$ cat src/cfc_pkg.sv
// Shared constants, operation codes and decoders for the execution core.
// Assumes one 100 MHz clock and an issuing stage that drives one op at a time.
package cfc_pkg;

	// ==========================================
	// Geometry
	localparam int CFC_REG_COUNT = 32;
	localparam int CFC_STACK_DEPTH = 16;
	localparam logic [4:0] CFC_PROD_LO = 5'h00;
	localparam logic [4:0] CFC_PROD_HI = 5'h01;
	localparam logic [4:0] CFC_PAIR_BIT = 5'h01;
	localparam logic [4:0] CFC_ZPTR_LO = 5'h1e;
	localparam logic [4:0] CFC_ZPTR_HI = 5'h1f;
	localparam int CFC_WORD_K_MSB = 5;
	localparam logic [7:0] CFC_BYTE_ONES = 8'hff;

	// ==========================================
	// Reset values and steps
	localparam logic [15:0] CFC_PC_RESET = 16'h0000;
	localparam logic [15:0] CFC_PC_ONE = 16'h0001;
	localparam logic [15:0] CFC_PC_TWO = 16'h0002;
	localparam logic [7:0] CFC_SREG_RESET = 8'h00;
	localparam logic [3:0] CFC_SP_RESET = 4'hf;
	localparam logic [3:0] CFC_SP_ONE = 4'h1;

	// ==========================================
	// Status bit positions
	localparam int CFC_FLAG_C = 0;
	localparam int CFC_FLAG_Z = 1;
	localparam int CFC_FLAG_N = 2;
	localparam int CFC_FLAG_V = 3;
	localparam int CFC_FLAG_S = 4;
	localparam int CFC_FLAG_H = 5;
	localparam int CFC_FLAG_I = 7;

	// ==========================================
	// Clock counts
	localparam logic [2:0] CFC_CLK_ONE = 3'h1;
	localparam logic [2:0] CFC_CLK_TWO = 3'h2;
	localparam logic [2:0] CFC_CLK_THREE = 3'h3;
	localparam logic [2:0] CFC_CLK_FOUR = 3'h4;

	typedef enum logic [4:0] {
		op_add_registers, op_add_with_carry, op_word_add_immediate,
		op_subtract_registers, op_subtract_constant,
		op_subtract_with_borrow, op_subtract_constant_with_borrow,
		op_word_subtract_immediate, op_conjunction,
		op_conjunction_with_constant, op_disjunction,
		op_disjunction_with_constant, op_exclusive_disjunction,
		op_set_mask_bits, op_clear_mask_bits, op_zero_minus_test,
		op_unsigned_product, op_signed_product, op_mixed_sign_product,
		op_fractional_unsigned_product, op_fractional_signed_product,
		op_fractional_mixed_product, op_relative_jump, op_relative_call,
		op_indirect_jump, op_indirect_call, op_direct_jump,
		op_direct_call, op_subroutine_return, op_interrupt_return
	} cfc_op_type;

	function automatic logic cfc_is_product(input cfc_op_type op);
		return op inside {op_unsigned_product, op_signed_product,
			op_mixed_sign_product, op_fractional_unsigned_product,
			op_fractional_signed_product, op_fractional_mixed_product};
	endfunction : cfc_is_product

	function automatic logic cfc_is_push(input cfc_op_type op);
		return op inside {op_relative_call, op_indirect_call,
			op_direct_call};
	endfunction : cfc_is_push

	function automatic logic [2:0] cfc_op_clocks(input cfc_op_type op);
		if (cfc_is_product(op) || op inside {op_word_add_immediate,
			op_word_subtract_immediate, op_relative_jump, op_indirect_jump})
			return CFC_CLK_TWO;
		if (op inside {op_relative_call, op_indirect_call, op_direct_jump})
			return CFC_CLK_THREE;
		if (op inside {op_direct_call, op_subroutine_return,
			op_interrupt_return})
			return CFC_CLK_FOUR;
		return CFC_CLK_ONE;
	endfunction : cfc_op_clocks

endpackage : cfc_pkg

$ cat src/cfc_ex_if.sv
// Operand and result bundle between the core and its arithmetic unit.
// Assumes the core drives operands from its register file each cycle.
`timescale 1ns/1ns
`default_nettype none
interface cfc_ex_if;
	import cfc_pkg::*;
	cfc_op_type op;
	logic [7:0] a;
	logic [7:0] b;
	logic [7:0] k;
	logic [15:0] word_in;
	logic [7:0] sreg_in;
	logic [7:0] res_lo;
	logic [7:0] res_hi;
	logic [7:0] sreg_out;
	logic wr_lo;
	logic wr_hi;
	modport core (output op, a, b, k, word_in, sreg_in,
		input res_lo, res_hi, sreg_out, wr_lo, wr_hi);
	modport alu (input op, a, b, k, word_in, sreg_in,
		output res_lo, res_hi, sreg_out, wr_lo, wr_hi);
endinterface : cfc_ex_if
`default_nettype wire

$ cat src/cfc_alu.sv
// Combinational arithmetic, logic and product unit with flag updates.
// Assumes the core commits its results only in the op's last clock.
`timescale 1ns/1ns
`default_nettype none
module cfc_alu import cfc_pkg::*; (
	cfc_ex_if.alu ex
);
	logic [8:0] sum9;
	logic [16:0] word17;
	logic signed [8:0] fa;
	logic signed [8:0] fb;
	logic signed [17:0] prod;
	logic [15:0] raw;
	logic [15:0] w;
	logic [7:0] opb;
	logic [7:0] r;
	logic cin;
	logic logic_op;

	// ==========================================
	// Datapath
	always_comb begin
		sum9 = '0;
		word17 = '0;
		fa = '0;
		fb = '0;
		prod = '0;
		raw = '0;
		w = '0;
		r = '0;
		cin = 1'b0;
		logic_op = 1'b0;
		opb = ex.b;
		ex.res_lo = ex.a;
		ex.res_hi = ex.word_in[15:8];
		ex.sreg_out = ex.sreg_in;
		ex.wr_lo = 1'b0;
		ex.wr_hi = 1'b0;
		case (ex.op)
			op_add_registers, op_add_with_carry: begin
				cin = (ex.op == op_add_with_carry) & ex.sreg_in[CFC_FLAG_C];
				sum9 = {1'b0, ex.a} + {1'b0, ex.b} + {8'h00, cin};
				r = sum9[7:0];
				ex.res_lo = r;
				ex.wr_lo = 1'b1;
				ex.sreg_out[CFC_FLAG_C] = sum9[8];
				ex.sreg_out[CFC_FLAG_Z] = (r == 8'h00);
				ex.sreg_out[CFC_FLAG_N] = r[7];
				ex.sreg_out[CFC_FLAG_V] = (ex.a[7] & ex.b[7] & ~r[7]) |
					(~ex.a[7] & ~ex.b[7] & r[7]);
				ex.sreg_out[CFC_FLAG_H] = (ex.a[3] & ex.b[3]) |
					(ex.b[3] & ~r[3]) | (~r[3] & ex.a[3]);
			end
			op_subtract_registers, op_subtract_constant,
			op_subtract_with_borrow, op_subtract_constant_with_borrow: begin
				if (ex.op inside {op_subtract_constant,
					op_subtract_constant_with_borrow})
					opb = ex.k;
				cin = (ex.op inside {op_subtract_with_borrow,
					op_subtract_constant_with_borrow}) & ex.sreg_in[CFC_FLAG_C];
				sum9 = {1'b0, ex.a} - {1'b0, opb} - {8'h00, cin};
				r = sum9[7:0];
				ex.res_lo = r;
				ex.wr_lo = 1'b1;
				ex.sreg_out[CFC_FLAG_C] = sum9[8];
				ex.sreg_out[CFC_FLAG_Z] = (r == 8'h00);
				ex.sreg_out[CFC_FLAG_N] = r[7];
				ex.sreg_out[CFC_FLAG_V] = (ex.a[7] & ~opb[7] & ~r[7]) |
					(~ex.a[7] & opb[7] & r[7]);
				ex.sreg_out[CFC_FLAG_H] = (~ex.a[3] & opb[3]) |
					(opb[3] & r[3]) | (r[3] & ~ex.a[3]);
			end
			op_word_add_immediate, op_word_subtract_immediate: begin
				// Constant is six bits wide, as the pair op encodes it
				if (ex.op == op_word_add_immediate)
					word17 = {1'b0, ex.word_in} +
						{11'h000, ex.k[CFC_WORD_K_MSB:0]};
				else
					word17 = {1'b0, ex.word_in} -
						{11'h000, ex.k[CFC_WORD_K_MSB:0]};
				w = word17[15:0];
				ex.res_lo = w[7:0];
				ex.res_hi = w[15:8];
				ex.wr_lo = 1'b1;
				ex.wr_hi = 1'b1;
				ex.sreg_out[CFC_FLAG_C] = word17[16];
				ex.sreg_out[CFC_FLAG_Z] = (w == 16'h0000);
				ex.sreg_out[CFC_FLAG_N] = w[15];
				ex.sreg_out[CFC_FLAG_V] = (ex.op == op_word_add_immediate) ?
					(~ex.word_in[15] & w[15]) : (ex.word_in[15] & ~w[15]);
				ex.sreg_out[CFC_FLAG_S] = w[15] ^
					ex.sreg_out[CFC_FLAG_V];
			end
			op_conjunction: begin
				r = ex.a & ex.b;
				logic_op = 1'b1;
			end
			op_conjunction_with_constant: begin
				r = ex.a & ex.k;
				logic_op = 1'b1;
			end
			op_disjunction: begin
				r = ex.a | ex.b;
				logic_op = 1'b1;
			end
			op_disjunction_with_constant, op_set_mask_bits: begin
				r = ex.a | ex.k;
				logic_op = 1'b1;
			end
			op_exclusive_disjunction: begin
				r = ex.a ^ ex.b;
				logic_op = 1'b1;
			end
			op_clear_mask_bits: begin
				r = ex.a & (CFC_BYTE_ONES - ex.k);
				logic_op = 1'b1;
			end
			op_zero_minus_test: begin
				r = ex.a & ex.a;
				logic_op = 1'b1;
			end
			op_unsigned_product, op_signed_product, op_mixed_sign_product,
			op_fractional_unsigned_product, op_fractional_signed_product,
			op_fractional_mixed_product: begin
				fa = (ex.op inside {op_unsigned_product,
					op_fractional_unsigned_product}) ?
					$signed({1'b0, ex.a}) : $signed({ex.a[7], ex.a});
				fb = (ex.op inside {op_signed_product,
					op_fractional_signed_product}) ?
					$signed({ex.b[7], ex.b}) : $signed({1'b0, ex.b});
				prod = fa * fb;
				raw = prod[15:0];
				// Carry keeps the top bit lost by the fractional shift
				if (ex.op inside {op_fractional_unsigned_product,
					op_fractional_signed_product, op_fractional_mixed_product})
					w = {raw[14:0], 1'b0};
				else
					w = raw;
				ex.res_lo = w[7:0];
				ex.res_hi = w[15:8];
				ex.wr_lo = 1'b1;
				ex.wr_hi = 1'b1;
				ex.sreg_out[CFC_FLAG_C] = raw[15];
				ex.sreg_out[CFC_FLAG_Z] = (w == 16'h0000);
			end
			default: begin
			end
		endcase
		if (logic_op) begin
			ex.res_lo = r;
			ex.wr_lo = 1'b1;
			ex.sreg_out[CFC_FLAG_Z] = (r == 8'h00);
			ex.sreg_out[CFC_FLAG_N] = r[7];
			ex.sreg_out[CFC_FLAG_V] = 1'b0;
		end
	end

endmodule : cfc_alu
`default_nettype wire

$ cat src/cfc_seq.sv
// Clock-count sequencer: holds an op for its documented number of clocks.
// Assumes the op length is sampled only on the accepting edge.
`timescale 1ns/1ns
`default_nettype none
module cfc_seq import cfc_pkg::*; (
	input wire logic core_clk_i,
	input wire logic reset_i,
	input wire logic start_i,
	input wire logic [2:0] len_i,
	output logic busy_o,
	output logic last_o
);
	logic [2:0] remain_ff;
	logic busy_ff;

	// ==========================================
	// Countdown
	assign busy_o = busy_ff;
	assign last_o = (start_i & ~busy_ff & (len_i == CFC_CLK_ONE)) |
		(busy_ff & (remain_ff == CFC_CLK_ONE));

	always_ff @(posedge core_clk_i or posedge reset_i) begin
		if (reset_i) begin
			remain_ff <= 3'h0;
			busy_ff <= 1'b0;
		end else if (start_i && !busy_ff) begin
			remain_ff <= len_i - CFC_CLK_ONE;
			busy_ff <= (len_i != CFC_CLK_ONE);
		end else if (busy_ff) begin
			remain_ff <= remain_ff - CFC_CLK_ONE;
			busy_ff <= (remain_ff != CFC_CLK_ONE);
		end
	end
endmodule : cfc_seq
`default_nettype wire

$ cat src/cfc_core.sv
// Execution core: register file, status, program counter and return stack.
// Assumes the issuing stage decodes ops and holds start until busy drops.
//
// Operation
// - Add registers, optional carry in; sets Z C N V H; one clock.
// - Add six-bit constant to register pair; sets Z C N V S; two clocks.
// - Subtract registers, optional borrow; sets Z C N V H; one clock.
// - Subtract constant, optional borrow; sets Z C N V H; one clock.
// - Subtract constant from register pair; sets Z C N V S; two clocks.
// - AND with register or constant; sets Z N, clears V; one clock.
// - OR with register or constant, XOR registers; Z N V; one clock.
// - Set mask ORs constant; clear mask ANDs its complement; one clock.
// - Zero or minus test leaves register, updates Z N V; one clock.
// - Products of all three signednesses land in pair one:zero; Z C; two.
// - Fractional products shift left one first; Z C; two clocks.
// - Relative jump and call go to pc plus offset plus one; 2 and 3.
// - Indirect jump loads pc from pointer pair; flags kept; two clocks.
// - Indirect call pushes return and loads pointer pair; three clocks.
`timescale 1ns/1ns
`default_nettype none
module cfc_core import cfc_pkg::*; (
	input wire logic core_clk_i,
	input wire logic reset_i,
	input wire logic start_i,
	input wire cfc_op_type op_i,
	input wire logic [4:0] dst_i,
	input wire logic [4:0] src_i,
	input wire logic [7:0] imm_i,
	input wire logic [11:0] offset_i,
	input wire logic [15:0] target_i,
	input wire logic [4:0] rd_addr_i,
	output logic [15:0] pc_o,
	output logic [7:0] sreg_o,
	output logic [3:0] sp_o,
	output logic busy_o,
	output logic done_o,
	output logic [7:0] rd_data_o
);
	logic [7:0] regs_ff [CFC_REG_COUNT];
	logic [15:0] stack_ff [CFC_STACK_DEPTH];
	logic [7:0] sreg_ff;
	logic [15:0] pc_ff;
	logic [3:0] sp_ff;
	logic done_ff;
	logic [7:0] rd_data_ff;
	cfc_op_type op_ff;
	logic [4:0] dst_ff;
	logic [4:0] src_ff;
	logic [7:0] imm_ff;
	logic [11:0] off_ff;
	logic [15:0] tgt_ff;
	logic busy;
	logic commit;
	logic start_ok;
	cfc_op_type cur_op;
	logic [4:0] cur_dst;
	logic [4:0] cur_src;
	logic [7:0] cur_imm;
	logic [11:0] cur_off;
	logic [15:0] cur_tgt;
	logic [4:0] lo_idx;
	logic [4:0] hi_idx;
	logic [15:0] z_ptr;
	logic [15:0] rel_target;
	logic [15:0] return_addr;
	logic [15:0] pop_addr;
	logic [7:0] nxt_sreg;
	logic [7:0] add_ref;
	logic [7:0] sub_ref;
	logic sub_borrow;
	logic carry_q;

	cfc_ex_if ex ();

	cfc_alu u_alu (
		.ex(ex)
	);

	cfc_seq u_seq (
		.core_clk_i(core_clk_i),
		.reset_i(reset_i),
		.start_i(start_i),
		.len_i(cfc_op_clocks(op_i)),
		.busy_o(busy),
		.last_o(commit)
	);

	// ==========================================
	// Operand selection
	// Ops arriving while busy are dropped; issuer must wait for busy low
	assign start_ok = start_i & ~busy;
	assign cur_op = busy ? op_ff : op_i;
	assign cur_dst = busy ? dst_ff : dst_i;
	assign cur_src = busy ? src_ff : src_i;
	assign cur_imm = busy ? imm_ff : imm_i;
	assign cur_off = busy ? off_ff : offset_i;
	assign cur_tgt = busy ? tgt_ff : target_i;

	assign ex.op = cur_op;
	assign ex.a = regs_ff[cur_dst];
	assign ex.b = regs_ff[cur_src];
	assign ex.k = cur_imm;
	assign ex.word_in = {regs_ff[cur_dst | CFC_PAIR_BIT], regs_ff[cur_dst]};
	assign ex.sreg_in = sreg_ff;

	assign lo_idx = cfc_is_product(cur_op) ? CFC_PROD_LO : cur_dst;
	assign hi_idx = cfc_is_product(cur_op) ? CFC_PROD_HI :
		(cur_dst | CFC_PAIR_BIT);

	assign z_ptr = {regs_ff[CFC_ZPTR_HI], regs_ff[CFC_ZPTR_LO]};
	assign rel_target = pc_ff + {{4{cur_off[11]}}, cur_off} + CFC_PC_ONE;
	assign return_addr = pc_ff + ((cur_op == op_direct_call) ?
		CFC_PC_TWO : CFC_PC_ONE);
	assign pop_addr = stack_ff[4'(sp_ff + CFC_SP_ONE)];

	always_ff @(posedge core_clk_i or posedge reset_i) begin
		if (reset_i) begin
			op_ff <= op_add_registers;
			dst_ff <= 5'h00;
			src_ff <= 5'h00;
			imm_ff <= 8'h00;
			off_ff <= 12'h000;
			tgt_ff <= 16'h0000;
		end else if (start_ok) begin
			op_ff <= op_i;
			dst_ff <= dst_i;
			src_ff <= src_i;
			imm_ff <= imm_i;
			off_ff <= offset_i;
			tgt_ff <= target_i;
		end
	end

	// ==========================================
	// Register file
	for (genvar g = 0; g < CFC_REG_COUNT; g++) begin : g_reg
		always_ff @(posedge core_clk_i or posedge reset_i) begin
			if (reset_i)
				regs_ff[g] <= 8'h00;
			else if (commit && ex.wr_lo && lo_idx == 5'(g))
				regs_ff[g] <= ex.res_lo;
			else if (commit && ex.wr_hi && hi_idx == 5'(g))
				regs_ff[g] <= ex.res_hi;
		end
	end

	// ==========================================
	// Status register
	// Flow ops pass the status through untouched, except the I bit
	always_comb begin
		nxt_sreg = ex.sreg_out;
		if (cur_op == op_interrupt_return)
			nxt_sreg[CFC_FLAG_I] = 1'b1;
	end

	always_ff @(posedge core_clk_i or posedge reset_i) begin
		if (reset_i)
			sreg_ff <= CFC_SREG_RESET;
		else if (commit)
			sreg_ff <= nxt_sreg;
	end

	// ==========================================
	// Program counter and return stack
	always_ff @(posedge core_clk_i or posedge reset_i) begin
		if (reset_i)
			pc_ff <= CFC_PC_RESET;
		else if (commit) begin
			case (cur_op)
				op_relative_jump, op_relative_call:
					pc_ff <= rel_target;
				op_indirect_jump, op_indirect_call:
					pc_ff <= z_ptr;
				op_direct_jump, op_direct_call:
					pc_ff <= cur_tgt;
				op_subroutine_return, op_interrupt_return:
					pc_ff <= pop_addr;
				default:
					pc_ff <= pc_ff + CFC_PC_ONE;
			endcase
		end
	end

	// Stack wraps silently; depth is fixed, overflow is the caller's care
	always_ff @(posedge core_clk_i or posedge reset_i) begin
		if (reset_i)
			sp_ff <= CFC_SP_RESET;
		else if (commit && cfc_is_push(cur_op))
			sp_ff <= sp_ff - CFC_SP_ONE;
		else if (commit && cur_op inside {op_subroutine_return,
			op_interrupt_return})
			sp_ff <= sp_ff + CFC_SP_ONE;
	end

	always_ff @(posedge core_clk_i) begin
		if (commit && cfc_is_push(cur_op))
			stack_ff[sp_ff] <= return_addr;
	end

	// ==========================================
	// Outputs
	always_ff @(posedge core_clk_i or posedge reset_i) begin
		if (reset_i) begin
			done_ff <= 1'b0;
			rd_data_ff <= 8'h00;
		end else begin
			done_ff <= commit;
			rd_data_ff <= regs_ff[rd_addr_i];
		end
	end

	assign pc_o = pc_ff;
	assign sreg_o = sreg_ff;
	assign sp_o = sp_ff;
	assign busy_o = busy;
	assign done_o = done_ff;
	assign rd_data_o = rd_data_ff;

	// ==========================================
	// Checks
	assign add_ref = ex.a + ex.b +
		{7'h00, (cur_op == op_add_with_carry) & sreg_ff[CFC_FLAG_C]};
	assign sub_ref = ex.a - ex.k;
	assign sub_borrow = ex.a < ex.b;
	assign carry_q = sreg_ff[CFC_FLAG_C];
endmodule : cfc_core
`default_nettype wire

$ cat config.mk
export PLATFORM = sky130hd
export DESIGN_NAME = cfc_core
export DESIGN_NICKNAME = d
export VERILOG_FILES = /design/src/cfc_pkg.sv /design/src/cfc_ex_if.sv /design/src/cfc_alu.sv /design/src/cfc_seq.sv /design/src/cfc_core.sv
export SDC_FILE = /design/constraint.sdc
export NUM_CORES = 2
export LEC_CHECK = 0
export BUFFER_PORTS_ARGS = -buffer_cell sky130_fd_sc_hd__buf_2
export CORE_AREA = 4 4 320 322
export CTS_CLUSTER_SIZE = 40
export DETAILED_ROUTE_END_ITERATION = 6
export DIE_AREA = 0 0 324 326
export GPL_ROUTABILITY_DRIVEN = 0
export PLACE_DENSITY = 0.58
export SKIP_LAST_GASP = 1
export SYNTH_ARGS = -nofsm -noshare
export SYNTH_HDL_FRONTEND = slang
export SYNTH_SLANG_ARGS = --single-unit
$ cat constraint.sdc
create_clock -name core_clk_i -period 13.9 [get_ports core_clk_i]
set_clock_uncertainty 0.15 [all_clocks]
set_input_delay 2.085 -clock core_clk_i [delete_from_list [all_inputs] [get_ports core_clk_i]]
set_output_delay 2.085 -clock core_clk_i [all_outputs]
set_load 0.05 [all_outputs]
# Word level (Yosys, flattened, before mapping)

Memory sizes are Yosys's and may differ from the RTL's.
Cells that the tools add are included.
W data, S select, Z words.

$add $sub $neg: 15
Multiply operators: 1
Magnitude comparators: 4
Equal/unequal tests: 111
Muxes and demuxes: 127
Bitwise gates (word level): 50
Reduce and logical (&&, ||, !) cells: 147

Operator list:

| operator                | number |
|---|---|
| $mux W8                 | 76 |
| $eq A5 B5 Y1 const B    | 60 |
| $bmux W8 S5             | 4 |
| $eq A5 B4 Y1 const B    | 24 |
| $reduce_bool A2 Y1      | 40 |
| $pmux W8 S9             | 1 |
| $logic_and A1 B1 Y1     | 69 |
| $eq A5 B3 Y1 const B    | 13 |
| $pmux W16 S4            | 1 |
| $mux W16                | 3 |
| $eq A5 B2 Y1 const B    | 7 |
| $mux W17                | 2 |
| $add A16 B1 Y16 const B | 2 |
| $and A8 B8 Y8           | 4 |
| $logic_not A16 Y1       | 2 |
| $pmux W8 S4             | 1 |
| $mux W3                 | 9 |
| $mux W5                 | 5 |
| $ge A6 B6 Y1 const B    | 4 |
| $logic_not A8 Y1        | 3 |
| $not A5 Y6              | 4 |
| $and A1 B1 Y1           | 21 |
| $mux W9                 | 2 |
| $add A16 B6 Y17         | 1 |
| 41 further kinds        | 97 |

Register bits after elaboration: 347
Bits in writable memories: 256
Bits of input ports: 59
Output and inout bits: 38
Word-level logic and storage cells: 506
Memories kept: 1

Memory list:

| name     | depth | width | read ports | clocked after memory_dff | write ports | RTL line       | RTL |
|---|---|---|---|---|---|---|---|
| stack_ff | 16    | 16    | 1          | 0                        | 1           | cfc_core.sv:40 | `logic [15:0] stack_ff [CFC_STACK_DEPTH];` |

# Longest topological paths before layout

Word-level depth: 17
Mapped depth: 37

# Hierarchy

A second synthesis with hierarchy kept.

Cell total of the unflattened synthesis: 3,702
Area, all modules: 40,152.3 um2

Modules (own cells, without submodules):

| module   | instances | cells each | area each (um2) |
|---|---|---|---|
| cfc_core | 1         | 2,840      | 33,594.7 |
| cfc_alu  | 1         | 831        | 6,276.0 |
| cfc_seq  | 1         | 31         | 281.5 |

# Worst setup path after synthesis

No wires, ideal clock.

Path type: in2reg
Start: input src_i[0]
End: register regs_ff[39] in the netlist's numbering
Setup time: 0.138 ns
Arrival: 9.408 ns
Required time: 13.612 ns
Path slack: 4.204 ns
Cell stages on the path: 33
Buffers on the path: 5
Cells stage by stage: buf_4 -> mux2i_2 -> buf_4 -> buf_1 -> clkbuf_1 -> o21ai_0 -> a31o_2 -> o211a_1 -> and2_1 -> inv_1 -> nand2_1 -> fa_1 -> fa_1 -> inv_1 -> ha_1 -> inv_1 -> fa_1 -> inv_1 -> ha_1 -> ha_1 -> fa_1 -> a21o_1 -> a21oi_1 -> o21bai_1 -> a211o_1 -> a31oi_1 -> o21bai_1 -> a21o_1 -> xnor3_2 -> o31ai_4 -> buf_6 -> nor4_1 -> o22ai_2

Cells in the longest elaborated chain, start to end: 12
Elaborated cells between the ends (all ways): 24
Classes of those cells: 4 x add/sub; 1 x mul; 15 x mux; 4 x bitwise

RTL lines:

| item                                           | RTL line                        | RTL |
|---|---|---|
| from (decl)                                    | cfc_core.sv:27                  | `input wire logic [4:0] src_i,` |
| $mux W5 (*)                                    | cfc_core.sv:94                  | `assign cur_src = busy ? src_ff : src_i;` |
| $not A5 Y6 (not written as such) (*)           | cfc_core.sv:101                 | `assign ex.b = regs_ff[cur_src];` |
| $bmux W8 S5 (*)                                | cfc_core.sv:101                 |  |
| $mux W8 (not written as such) (*) (2 in a row) | cfc_core.sv:101                 |  |
| $mux W9 or $mux W8 (tied branches)             | cfc_alu.sv:129, cfc_alu.sv:56   |  |
| $mul A9 B9 Y16 or $mux W8 (tied branches)      | cfc_alu.sv:131, cfc_alu.sv:39   |  |
| $mux W16 or $sub A8 B8 Y9 (tied branches)      | cfc_alu.sv:134, cfc_alu.sv:61   |  |
| $mux W16 or $sub A9 B1 Y9 (tied branches)      | cfc_alu.sv:39, cfc_alu.sv:61    |  |
| $pmux W8 S4 (tied with other cells)            | cfc_alu.sv:39                   | `case (ex.op)` |
| $mux W8, on equally long branches              | cfc_alu.sv:149, cfc_core.sv:142 |  |
| $mux W8 (*)                                    | cfc_core.sv:140                 | `else if (commit && ex.wr_lo && lo_idx == 5'(g))` |
| to (signal, indexed assignment)                | cfc_core.sv:141                 | `regs_ff[g] <= ex.res_lo;` |
| to (signal, indexed assignment)                | cfc_core.sv:143                 | `regs_ff[g] <= ex.res_hi;` |
| to (decl)                                      | cfc_core.sv:39                  | `logic [7:0] regs_ff [CFC_REG_COUNT];` |

Every way passes the cells marked *; elsewhere a longest branch is shown, timed or not. The select of a mux whose other input is x is not followed.
A chain may end at the register's enable or synchronous reset.

# Worst setup path after layout

Start: input src_i[1]
End: register regs_ff[134] in the netlist's numbering

The elaborated chain is that of the path after synthesis.

==> summary.md <==
| Metric | Value |
|---|---|
| Grt ovf | 0 |
| Synthesized cell area | 0.0396 mm² |
| # rows | 116 |
| Layout cells sized above 1 | 0.162 |
| Hold_sp | sreg_o[7] |
| F_max | 90.6 MHz |
| Worst reg2reg path depth | 28 |
| RSZ-0062 raised after global routing | false |
| Synth Instances | 3809 |
| Period utilisation layout | 0.794 |
| Async SR Flop Fraction | 0.575 |
| Yosys top cell area share | 0.217 |
| Iter 0 DRT Violations | 4576 |
| Die X | 324 µm |
| Worst slew margin | 0.0103 |
| Measured slew at the worst slew-check pin | 1.47 ns |
| Hold buffers post-CTS | 0 |
| CP endpoint kind | flip-flop |
| Top cell type by total area after synthesis | dfrtp_1 |
| Final HPWL DP | 101000 µm |
| CTS root buf | clkbuf_16 |
| R2r endpoint | regs_ff[134] |
| Largest net degree at the start of global routing | 101 |
| Clk sinks | 603 |
| Ports | 97 |
| Postcts setup bufs | 0 |
| Final min period | 11.03 ns |
| WL/cell | 28.6 µm |
| Nets@finish | 4042 |
| CP max stage cell | o211a_1 |
| Via count | 32700 |
| H-tree lvl count | 3 |
| Flops & latches, synth | 603 |
| Final Hold Fails | 0 |
| R2R Setup Slk | 3.07 ns |
| Area grow syn2layout | 10.6% |
| Crit path DAT | 11.39 ns |
| Non-Filler Instances | 5169 |
| Synth unique cells | 105 |
| Clock Tree Buf Depth | 3 |
| Total core area | 0.0996 mm² |
| Worst skew pair latency | 0.67 ns |
| Global-route wire length before repair | 216000 µm |
| Vias/cell | 6.32 |
| Antenna violations before repair | 8 |
| Post-synth EDFFs | 256 |
| I/O Buffers | 95 |
| Syn_area_per_cell | 10.4 µm² |
| Crit-path max FO | 27 |
| Detailed Route WL | 148000 µm |
| Hold endpoint | sreg_o[7] |
| Fin util | 0.439 |
| Residual DRC | 0 |
| Die H | 326 µm |
| Routed Antenna Nets | 0 |
| CP Data Required Time | 14.26 ns |
| Violated checks | max-capacitance violations |
| Dpl cells | 5039 |
| Max Cap Viol | 1 |
| All-Layer GR Usage | 0.276 |
| WS Path Type | in2reg |
| Num CTS Buffers | 69 |
| Total Die Area | 0.106 mm² |
| Syn Nets | 4039 |
| Status | finished, violations left |
| Sequential share of the synthesized area | 0.414 |
| Clock transition at the registers of the reported paths | 0.06 ns |
| Vias in the first global route | 31100 |
| Ys flop type | dfrtp_1 |
| Worst hold path depth | 1 |
| Top post-synthesis cells by area | dfrtp_1 (22%), edfxtp_1 (19%), mux4_2 (11%), nand2_1 (7.0%), mux2i_1 (5.7%) |
| Setup TNS Final | 0 ns |
| Post-cts resize count | 0 |
| Initial Utilization | 0.397 |
| Fin. max-slew vios | 0 |
| Ys Warns | 0 |
| R2r startpoint | u_seq.busy_o |
| Number of setup violations in the final report | 0 |
| First-pass DRT Iterations | 7 |
| CP max stage delay | 0.83 ns |
| Worst Hold Class | reg2reg |
| Crit start category | primary input |
| CTS tree | yes |
## state kept, by name, summed over array words and instances, names as in the netlist, 7 cells and up
register / cells
imm_ff: 8
off_ff: 12
pc_o: 16
rd_data_o: 8
regs_ff: 256
sreg_o: 7
stack_ff: 256
tgt_ff: 16
## worst max path at each step
stage | cells after the start | to | from
global route | 28 | regs_ff[230] | src_i[1]
CTS | 28 | regs_ff[134] | src_i[1]
detailed placement | 28 | regs_ff[134] | src_i[1]
floorplan | 1 | done_o | reset_i
finish | 28 | regs_ff[134] | src_i[1]
global placement | 28 | regs_ff[70] | src_i[1]
## through the flow
stage | cell area (µm²) | hold slack, ns | setup WS (ns)
2_1_floorplan | 39600 | 0.290 | 2.05
3_3_place_gp | 41400 | 0.301 | 2.56
3_5_place_dp | 41400 | 0.307 | 2.43
4_1_cts | 43700 | 0.322 | 3.09
5_1_grt | 43700 | 0.333 | 2.58
6_report | 43700 | 0.321 | 2.87
## area by class of cell
cell class                      instances  area [µm²]
Inverter                              150         576
Sequential cell                       603       16400
Fill cell                            9475       55800
Timing Repair Buffer                  195        1240
Clock inverter                         29         367
Antenna cell                            5        12.5
Clock buffer                           96        1930
Multi-Input combinational cell       2793       21600
Tap cell                             1298        1620
## worst max-delay path, delay by kind of cell
| family | cells | cell delay (ns) |
|---|---|---|
| simple gates | 2 | 0.76 |
| mux | 3 | 1.54 |
| fa+ha+maj | 7 | 3.32 |
| xor+xnor | 1 | 0.13 |
| compound gates | 8 | 2.61 |
| buf+inv | 7 | 0.90 |
## routing by layer
metal,part of all wire,vias to the layer above,global-route usage
li1,-,14000,-
met1,0.39,16100,0.369
met2,0.43,2055,0.404
met3,0.12,481,0.0749
met4,0.070,2,0.153
met5,0.000068,-,0
## cells in the mapped netlist (all sizes together) (18+ instances only)
master,count
fa,71
o21ai,313
o22ai,36
a31oi,33
edfxtp,256
inv,147
buf,118
clkbuf,145
mux4,190
mux2,55
nand3,73
nand4,27
nor3,66
a211oi,25
xor2,26
nand2b,25
xnor2,52
dfrtp,343
and3,19
nor4,26
nor2,179
ha,100
nand2,742
a221oi,18
a21oi,133
nor2b,31
mux2i,232
o211ai,71
## placed cells by master (no fill, tap or decap), drive strengths merged, types with 31 or more instances in the layout
cell type | netlist | final
nand2 | 742 | 742
dfrtp | 343 | 343
o21ai | 313 | 313
edfxtp | 256 | 256
mux2i | 232 | 232
buf | 118 | 195
mux4 | 190 | 190
nor2 | 179 | 179
inv | 147 | 151
a21oi | 133 | 133
ha | 100 | 100
clkbuf | 145 | 96
nand3 | 73 | 73
o211ai | 71 | 71
fa | 71 | 71
nor3 | 66 | 66
mux2 | 55 | 55
xnor2 | 52 | 52
o22ai | 36 | 36
a31oi | 33 | 33
nor2b | 31 | 31
## kinds of logic (layout without fill, tap and decap cells)
logic type / Yosys count / after routing / synth area share
other: 1 / 6 / 0.0000948
XOR/XNOR: 79 / 79 / 0.0181
AO/OA/AOI/OAI: 826 / 826 / 0.135
AND/OR/NAND/NOR: 1239 / 1239 / 0.135
buffers and inverters: 413 / 470 / 0.0452
flip-flops: 603 / 603 / 0.414
adder cells (fa/ha/maj): 171 / 171 / 0.0676
multiplexers: 477 / 477 / 0.184
Power is not shown: default switching activity piles up to over one toggle a cycle in this logic, so the estimate is an artifact.
